**src/nbpr_defines.svh**
```systemverilog
/*
 constants for the host-side nand page read controller: commands, timing
 counts and geometry. assumes clk_sys at 100 MHz.
*/
`ifndef NBPR_DEFINES_SVH
`define NBPR_DEFINES_SVH
`define NBPR_CLK_NS 10
`define NBPR_CMD_READ 8'h00
`define NBPR_CMD_READ_GO 8'h30
`define NBPR_CMD_COL 8'h05
`define NBPR_CMD_COL_GO 8'he0
`define NBPR_PAGE_BYTES 12'd2112
`define NBPR_PAGE_WORDS 12'd1056
`define NBPR_MAIN_BYTES 12'd2048
`define NBPR_SPARE_BYTES 12'd64
`define NBPR_PAGES_PER_BLK 7'd64
`define NBPR_ADDR_CYCLES 3'd5
`define NBPR_COL_CYCLES 3'd2
`define NBPR_EDO_LIMIT_NS 30
`define NBPR_STROBE_NS 30
`define NBPR_STROBE_CYC ((`NBPR_STROBE_NS + `NBPR_CLK_NS - 1) / `NBPR_CLK_NS)
`define NBPR_FIFO_DEPTH 32
`endif

```
**src/nbpr_pkg.sv**
```systemverilog
/*
 types for the nand page read controller. assumes nbpr_defines.svh.
*/
package nbpr_pkg;
   typedef enum logic [3:0] {
      ST_IDLE = 4'h0,
      ST_CMD = 4'h1,
      ST_ADDR = 4'h2,
      ST_CONF = 4'h3,
      ST_BUSY = 4'h4,
      ST_READ = 4'h5,
      ST_DONE = 4'h6
   } nbpr_state_t;
endpackage : nbpr_pkg

```
**src/nbpr_fifo_if.sv**
```systemverilog
/*
 interface carrying a valid/ready word stream between modules.
 assumes one clock shared by both ends.
*/
`timescale 1ns/1ps
interface nbpr_fifo_if;
   logic [15:0] data;
   logic valid;
   logic ready;
   modport src (output data, output valid, input ready);
   modport dst (input data, input valid, output ready);
endinterface : nbpr_fifo_if

```
**src/nbpr_host.sv**
```systemverilog
/*
 host controller that drives a nand flash bus for page read and random
 column output; read data pass through a 32-word fifo to the user.
 assumes an asynchronous flash whose ready/busy and io inputs are pins.
*/
// Summary of operation
// - io bus carries commands, addresses, data; x8 uses 7..0, x16 15..0
// - command latch high makes the write a command byte
// - address latch high makes the write an address byte
// - x8 host sends five address cycles, column then row, unused low
// - x16 host drives io 15..8 low in address cycles
// - page read is 00h, address cycles, 30h, then busy
// - host waits for ready before toggling read enable; after E0h it goes to read without sampling ready
// - below 30 ns cycle, host captures data on the next falling edge; here req_edo only shortens read enable high, data is taken before it rises
// - random output is 05h, column cycles, E0h
`timescale 1ns/1ps
`include "nbpr_defines.svh"
module nbpr_host
   import nbpr_pkg::*;
(
   // clock and reset
   input wire logic clk_sys,
   input wire logic rstn,
   input wire logic ce,
   // user request
   input wire logic req_start,
   input wire logic req_random,
   input wire logic req_x16,
   input wire logic req_edo,
   input wire logic [11:0] req_col,
   input wire logic [17:0] req_row,
   input wire logic [11:0] req_len,
   output logic req_busy,
   output logic req_done,
   // read data
   output logic [15:0] rd_data,
   output logic rd_valid,
   input wire logic rd_ready,
   // flash pins
   output logic nand_ce_n,
   output logic nand_cle,
   output logic nand_ale,
   output logic nand_we_n,
   output logic nand_re_n,
   output logic nand_wp_n,
   output logic nand_protect_pin,
   output logic [15:0] nand_io_o,
   output logic nand_io_oe_n,
   input wire logic [15:0] nand_io_i,
   input wire logic nand_rb_n
);
   localparam logic [3:0] STROBE = 4'(`NBPR_STROBE_CYC);
   typedef struct packed {
      nbpr_state_t st;
      logic [2:0] idx;
      logic [3:0] tim;
      logic ph;
      logic rnd;
      logic x16;
      logic edo;
      logic [11:0] col;
      logic [17:0] row;
      logic [11:0] left;
      logic [15:0] cap;
      logic cap_v;
      logic seen_busy;
      logic done;
      logic busy;
      logic ce_n;
      logic cle;
      logic ale;
      logic we_n;
      logic re_n;
      logic [15:0] io;
      logic oe_n;
   } nbpr_host_state_t;
   nbpr_host_state_t s_reg;
   nbpr_host_state_t s_next;
   logic [15:0] io_m_reg;
   logic [15:0] io_s_reg;
   logic rb_m_reg;
   logic rb_s_reg;
   nbpr_fifo_if fq ();
   nbpr_fifo #(.WIDTH(16), .DEPTH(`NBPR_FIFO_DEPTH)) u_fifo (
      .clk_sys(clk_sys),
      .rstn(rstn),
      .ce(ce),
      .wr(fq.dst),
      .rd_data(rd_data),
      .rd_valid(rd_valid),
      .rd_ready(rd_ready)
   );
   assign fq.data = s_reg.cap;
   assign fq.valid = s_reg.cap_v;
   // pins from the flash pass two flops before use
   always_ff @(posedge clk_sys or negedge rstn)
   begin
      if (!rstn)
      begin
         io_m_reg <= 16'h0000;
         io_s_reg <= 16'h0000;
         rb_m_reg <= 1'b0;
         rb_s_reg <= 1'b0;
      end
      else if (ce)
      begin
         io_m_reg <= nand_io_i;
         io_s_reg <= io_m_reg;
         rb_m_reg <= nand_rb_n;
         rb_s_reg <= rb_m_reg;
      end
   end
   // byte placed on io for address cycle i
   function automatic logic [15:0] addr_byte(input logic [2:0] i,
      input logic [11:0] c, input logic [17:0] r, input logic w16);
      logic [15:0] b;
      b = 16'h0000;
      unique case (i)
         3'd0: b[7:0] = c[7:0];
         3'd1: b[7:0] = w16 ? {5'h00, c[10:8]} : {4'h0, c[11:8]};
         3'd2: b[7:0] = r[7:0];
         3'd3: b[7:0] = r[15:8];
         default: b[7:0] = {6'h00, r[17:16]};
      endcase
      return b;
   endfunction : addr_byte
   always_comb
   begin
      s_next = s_reg;
      s_next.cap_v = 1'b0;
      s_next.done = 1'b0;
      if (s_reg.tim != 4'h0)
      begin
         s_next.tim = s_reg.tim - 4'h1;
      end
      unique case (s_reg.st)
         ST_IDLE:
         begin
            s_next.ce_n = 1'b1;
            s_next.oe_n = 1'b1;
            if (req_start && req_len != 12'h000)
            begin
               s_next.rnd = req_random;
               s_next.x16 = req_x16;
               s_next.edo = req_edo;
               s_next.col = req_col;
               s_next.row = req_row;
               s_next.left = req_len;
               s_next.ce_n = 1'b0;
               s_next.st = ST_CMD;
               s_next.ph = 1'b0;
               s_next.tim = STROBE;
            end
         end
         ST_CMD, ST_ADDR, ST_CONF:
         begin
            if (s_reg.tim == 4'h0)
            begin
               if (!s_reg.ph)
               begin
                  s_next.oe_n = 1'b0;
                  s_next.we_n = 1'b0;
                  s_next.cle = (s_reg.st != ST_ADDR);
                  s_next.ale = (s_reg.st == ST_ADDR);
                  unique case (s_reg.st)
                     ST_CMD: s_next.io = {8'h00, s_reg.rnd ?
                        `NBPR_CMD_COL : `NBPR_CMD_READ};
                     ST_CONF: s_next.io = {8'h00, s_reg.rnd ?
                        `NBPR_CMD_COL_GO : `NBPR_CMD_READ_GO};
                     default: s_next.io = addr_byte(s_reg.idx, s_reg.col,
                        s_reg.row, s_reg.x16);
                  endcase
                  s_next.ph = 1'b1;
                  s_next.tim = STROBE;
               end
               else
               begin
                  s_next.we_n = 1'b1;
                  s_next.ph = 1'b0;
                  s_next.tim = STROBE;
                  if (s_reg.st == ST_CMD)
                  begin
                     s_next.st = ST_ADDR;
                     s_next.idx = 3'd0;
                  end
                  else if (s_reg.st == ST_ADDR)
                  begin
                     s_next.idx = s_reg.idx + 3'd1;
                     if (s_reg.idx == (s_reg.rnd ? `NBPR_COL_CYCLES :
                         `NBPR_ADDR_CYCLES) - 3'd1)
                     begin
                        s_next.st = ST_CONF;
                     end
                  end
                  else
                  begin
                     s_next.st = s_reg.rnd ? ST_READ : ST_BUSY;
                     s_next.seen_busy = 1'b0;
                  end
               end
            end
            else if (s_reg.ph == 1'b0 && s_reg.tim == 4'h1)
            begin
               s_next.cle = 1'b0;
               s_next.ale = 1'b0;
            end
         end
         ST_BUSY:
         begin
            s_next.oe_n = 1'b1;
            s_next.cle = 1'b0;
            // chip enable stays low; a blip would not abort anyway
            if (!rb_s_reg)
            begin
               s_next.seen_busy = 1'b1;
            end
            if (s_reg.seen_busy && rb_s_reg && s_reg.tim == 4'h0)
            begin
               s_next.st = ST_READ;
               s_next.ph = 1'b0;
            end
         end
         ST_READ:
         begin
            s_next.oe_n = 1'b1;
            s_next.cle = 1'b0;
            if (s_reg.tim == 4'h0 && fq.ready)
            begin
               if (!s_reg.ph)
               begin
                  s_next.re_n = 1'b0;
                  s_next.ph = 1'b1;
                  s_next.tim = STROBE;
               end
               else
               begin
                  // edo shortens the wait past the rising edge to two cycles; stretch adds sync delay
                  s_next.cap = io_s_reg;
                  s_next.cap_v = 1'b1;
                  s_next.re_n = 1'b1;
                  s_next.ph = 1'b0;
                  s_next.tim = s_reg.edo ? 4'h1 : STROBE;
                  s_next.left = s_reg.left - 12'h001;
                  if (s_reg.left == 12'h001)
                  begin
                     s_next.st = ST_DONE;
                  end
               end
            end
         end
         default:
         begin
            s_next.ce_n = 1'b1;
            s_next.done = 1'b1;
            s_next.st = ST_IDLE;
         end
      endcase
      // registered so the user sees busy straight from a flop
      s_next.busy = (s_next.st != ST_IDLE);
   end
   always_ff @(posedge clk_sys or negedge rstn)
   begin
      if (!rstn)
      begin
         s_reg <= '{st: ST_IDLE, ce_n: 1'b1, we_n: 1'b1, re_n: 1'b1,
                    oe_n: 1'b1, default: '0};
      end
      else if (ce)
      begin
         s_reg <= s_next;
      end
   end
   // outputs straight from flops
   assign nand_ce_n = s_reg.ce_n;
   assign nand_cle = s_reg.cle;
   assign nand_ale = s_reg.ale;
   assign nand_we_n = s_reg.we_n;
   assign nand_re_n = s_reg.re_n;
   assign nand_io_o = s_reg.io;
   assign nand_io_oe_n = s_reg.oe_n;
   assign req_done = s_reg.done;
   assign req_busy = s_reg.busy;
   // read-only host keeps the array protected
   always_ff @(posedge clk_sys or negedge rstn)
   begin
      if (!rstn)
      begin
         nand_wp_n <= 1'b0;
         nand_protect_pin <= 1'b0;
      end
      else
      begin
         nand_wp_n <= 1'b0;
         nand_protect_pin <= 1'b0;
      end
   end
endmodule : nbpr_host

```
**src/nbpr_fifo.sv**
```systemverilog
/*
 synchronous fifo, width and depth parameters, read data from a register.
 assumes a single clock and power-of-two depth.
*/
`timescale 1ns/1ps
module nbpr_fifo
   import nbpr_pkg::*;
#(
   parameter int WIDTH = 16,
   parameter int DEPTH = 32
)
(
   // clock
   input wire logic clk_sys,
   input wire logic rstn,
   input wire logic ce,
   // fill side
   nbpr_fifo_if.dst wr,
   // drain side
   output logic [WIDTH-1:0] rd_data,
   output logic rd_valid,
   input wire logic rd_ready
);
   localparam int AW = $clog2(DEPTH);
   logic [WIDTH-1:0] mem [DEPTH];
   logic [AW:0] wp_reg;
   logic [AW:0] rp_reg;
   logic full;
   logic empty;
   logic do_wr;
   logic do_rd;
   assign full = (wp_reg[AW] != rp_reg[AW]) &&
                 (wp_reg[AW-1:0] == rp_reg[AW-1:0]);
   assign empty = (wp_reg == rp_reg);
   assign wr.ready = !full;
   // output register counts as one slot of look-ahead
   assign do_rd = !empty && (!rd_valid || rd_ready);
   assign do_wr = wr.valid && !full;
   always_ff @(posedge clk_sys)
   begin
      if (ce && do_wr)
      begin
         mem[wp_reg[AW-1:0]] <= wr.data;
      end
   end
   always_ff @(posedge clk_sys or negedge rstn)
   begin
      if (!rstn)
      begin
         wp_reg <= '0;
         rp_reg <= '0;
         rd_data <= '0;
         rd_valid <= 1'b0;
      end
      else if (ce)
      begin
         if (do_wr)
         begin
            wp_reg <= wp_reg + 1'b1;
         end
         if (do_rd)
         begin
            rp_reg <= rp_reg + 1'b1;
            rd_data <= mem[rp_reg[AW-1:0]];
            rd_valid <= 1'b1;
         end
         else if (rd_ready)
         begin
            rd_valid <= 1'b0;
         end
      end
   end
endmodule : nbpr_fifo

```
**config.mk**
```make
export PLATFORM = sky130hd
export DESIGN_NAME = nbpr_host
export DESIGN_NICKNAME = d
export VERILOG_FILES = /design/src/nbpr_pkg.sv /design/src/nbpr_fifo_if.sv /design/src/nbpr_host.sv /design/src/nbpr_fifo.sv
export VERILOG_INCLUDE_DIRS = /design/src
export SDC_FILE = /design/constraint.sdc
export NUM_CORES = 1
export LEC_CHECK = 0
export ABC_CLOCK_PERIOD_IN_PS = 2300
export CAP_MARGIN = 5
export CORE_MARGIN = 3
export CORE_UTILIZATION = 50
export DETAILED_ROUTE_END_ITERATION = 10
export DONT_BUFFER_PORTS = 1
export PLACE_DENSITY = 0.68
export SLEW_MARGIN = 20
export SYNTH_ARGS = -nofsm -noshare
export SYNTH_HDL_FRONTEND = slang
export SYNTH_HIERARCHICAL = 1
export SYNTH_SLANG_ARGS = --single-unit
```
**constraint.sdc**
```tcl
create_clock -name clk_sys -period 2.3 [get_ports clk_sys]
set_input_delay 0.23 -clock clk_sys [delete_from_list [all_inputs] [get_ports clk_sys]]
set_output_delay 0.23 -clock clk_sys [all_outputs]
set_load 0.005 [all_outputs]
```
==> impl_metrics.csv <==
group,metric,value,unit
outcome,outcome,"finished with violations",
outcome,violations,"hold timing",
yosys,ys.warnings.count,6,
setup_path,worst-path-max-fanout,17,
sta,worstMarginPinSlew,0.7390,ns
finish,num-fill-cells,3791,
setup_path,cp_data_required_time,2.79,ns
power,vdd_ir_drop_max,0.7014,mV
route,ant_nets,0,
placement,dp_hpwl,38070,um
sta,slew_violations,0,
cts,cts_root_buf,"clkbuf_16",
setup_path,path_class,"flop to flop",
yosys,yosysMostFrequentCell,"edfxtp_1",
finish,fin_area,0.03193,sq mm
yosys,synth_top_area_share,57.20,%
power,power_leakage,11.26,nW
setup_path,r2r_end,"u_fifo/rd_data[11]",
finish,final_nets,1777,
floorplanning,io_pins,110,
placement,dp_slack,-0.1472,ns
placement,dp_cells,2235,
finish,instances_no_fill,2442,
yosys,synth_cells,1523,
job,cap_violations,0,
cts,hold_buffers,66,
route,wire_per_inst,25.19,um
floorplanning,num_rows,84,
yosys,ys_types,73,
setup_path,end_kind,"flop",
global_route,grt_pass1_wl,93660,um
setup_path,slowest_stage,"mux4_2",
yosys,synth_edf_count,512,
finish,largest_reg_flops,512,
yosys,synth_ff_type,"edfxtp_1",
yosys,yosys-top-cells-area,"edfxtp_1, dfrtp_1, mux4_2",
route,dr.pass1.iters,5,
cts,cts.htree.levels,3,
sta,hold_viol,154,
finish,postLayoutCoreUtil,60.40,%
floorplanning,fp.dieW,237.9,um
cts,cts_tree,"built",
finish,drive_gt1_share,28.24,%
route,drt-total-wl,61510,um
sta,fin_ws,0.05412,ns
global_route,grt_use_total,21.97,%
setup_path,rr_startpoint,"u_fifo/rp_reg[0]",
setup_path,start_kind,"flop",
placement,port_buffers,0,
cts,clock_sinks,666,
global_route,antenna_found_initial,1,
global_route,overflow,0,
floorplanning,core_region_area,0.05287,sq mm
route,num_vias,14759,
cts,cts_max_path_buffers,3,
setup_path,crit_arrival,2.74,ns
sta,setup_violations,0,
sta,finalClockSkew,0.02682,ns
global_route,grt_pass1_vias,15197,
sta,hold_slack,-0.6701,ns
yosys,netlist_area,0.02688,sq mm
yosys,ys_seq_area_share,71.56,%
yosys,avgSynthCellArea,17.65,sq um
global_route,grt_max_degree,155,
yosys,synth_commonest_cells,"edfxtp_1, dfrtp_1, mux2_2, mux4_2, nand2_1",
yosys,synthArstFlopShare,23.12,%
sta,period_needed,2.246,ns
route,vias_per_cell,6.044,
finish,seqCellArea,0.01926,sq mm
sta,min_period_over_period,97.65,%
setup_path,r2r_slack,0.05,ns
finish,multi_input_area,0.007159,sq mm
power,powerDensity,1151,mW/mm^2
floorplanning,die_h,237.9,um
cts,cts_made_buffers,70,
yosys,yosysTopAreaCell,"edfxtp_1",
route,drc,0,
sta,max_freq,445.3,MHz
setup_path,worst_r2r_path_depth,6,
cts,clk_pin_slew,0.06,ns
placement,dpl_cell_area,0.02868,sq mm
placement,gp_congestion,0.8922,
yosys,ys_ff_latch,666,
setup_path,path_cells,"buf_12 > buf_16 > mux4_2 > a22oi_2 > a31oi_1 > a22o_1",
sta,max_slew_margin,50.73,%
floorplanning,initial_utilization,50.84,%
cts,insertion_delay,0.60,ns
hold_path,hold_class,"input pin to async pin",
setup_path,cpPeakStageDelay,0.52,ns
route,drtIter0Drc,1290,
floorplanning,dieArea,0.05658,sq mm
finish,area_delta_synth_final,18.79,%
[final cells by class]
type | instances | share of cell area, %
diodes | 1 | 0.007837
clock buffers | 102 | 6.407
clock inverters | 28 | 0.8856
inverters | 18 | 0.2116
multi-input cells | 743 | 22.42
flip-flops and latches | 666 | 60.31
well taps | 688 | 2.696
repair buffers | 196 | 7.057
[logic make-up (layout without fill, tap and decap cells)]
| logic type | count (synthesis) | count (layout) | share of synthesized area (%) |
|---|---|---|---|
| flops | 666 | 666 | 71.56 |
| mux | 262 | 262 | 14.95 |
| compound gates | 224 | 224 | 6.000 |
| simple gates | 216 | 216 | 3.896 |
| buf+inv | 123 | 344 | 2.365 |
| xor+xnor | 16 | 16 | 0.5214 |
| fa+ha+maj | 15 | 15 | 0.6983 |
| other cells | 1 | 11 | 0.01395 |
[critical path: cells and delay by family, from the launching register on]
family	cells	cell delay [ns]
buffers and inverters	2	0.40
DFF	1	0.48
muxes	1	0.52
AOI/OAI and AO/OA	3	0.73
[layer usage]
layer | wire length, um | global-route usage (%)
met5 | 11 | 0
met4 | 1549 | 7.246
met3 | 4704 | 4.958
met2 | 30300 | 35.55
met1 | 24940 | 29.97
[per-stage QoR]
stage / hold WS, ns / setup TNS [ns] / total power, mW
2_1_floorplan: -0.06559 / -93.77 / 21.54
3_3_place_gp: -0.06127 / -0.2504 / 25.07
3_5_place_dp: -0.06128 / -0.4740 / 25.27
4_1_cts: -0.7092 / 0 / 36.78
5_1_grt: -0.7023 / -0.1725 / 38.34
6_report: -0.6701 / 0 / 36.75
[cells in the final DEF, fill, tap and decap left out, types with 19 or more instances in the layout]
cell type | netlist | final
mux2_2 | 107 | 107
dfrtp_1 | 150 | 133
buf_4 | 24 | 83
buf_12 | 0 | 44
a31oi_1 | 24 | 23
edfxtp_1 | 512 | 512
mux2i_1 | 20 | 19
nor2_1 | 60 | 54
dlygate4sd3_1 | 0 | 65
mux4_2 | 97 | 97
a22oi_1 | 37 | 33
o21ai_0 | 44 | 44
nand2_1 | 77 | 76
a21oi_1 | 24 | 24
clkbuf_16 | 0 | 73
mux2_1 | 38 | 38
[worst max path at each step]
stage	start	endpoint	depth (start not counted)
final	u_fifo/rp_reg[0]	u_fifo/rd_data[11]	6
after global routing	s_reg[88]	s_reg[51]	9
after CTS	u_fifo/rp_reg[0]	u_fifo/rd_data[13]	7
after detailed placement	u_fifo/rp_reg[0]	u_fifo/rd_data[4]	6
after global placement	u_fifo/rp_reg[0]	u_fifo/rd_data[11]	6
after floorplan	u_fifo/rp_reg[4]	u_fifo/mem[31][0]	6
[power by group]
part | total, mW | leakage, nW | internal, mW | switching, mW
logic | 9.78 | 3.52 | 4.77 | 5.01
clock network | 11.2 | 1.14 | 6.59 | 4.59
registers | 15.8 | 6.60 | 14.4 | 1.40
[repair_timing]
action                                 in CTS  in global routing
setup endpoints to repair                   9                133
resized for setup                           6                 13
endpoints found under the hold margin     255                154
cloned                                      1                  0
pin swaps                                   1                  2
buffers inserted                            2                  7
(Power assumes the default switching activity.)
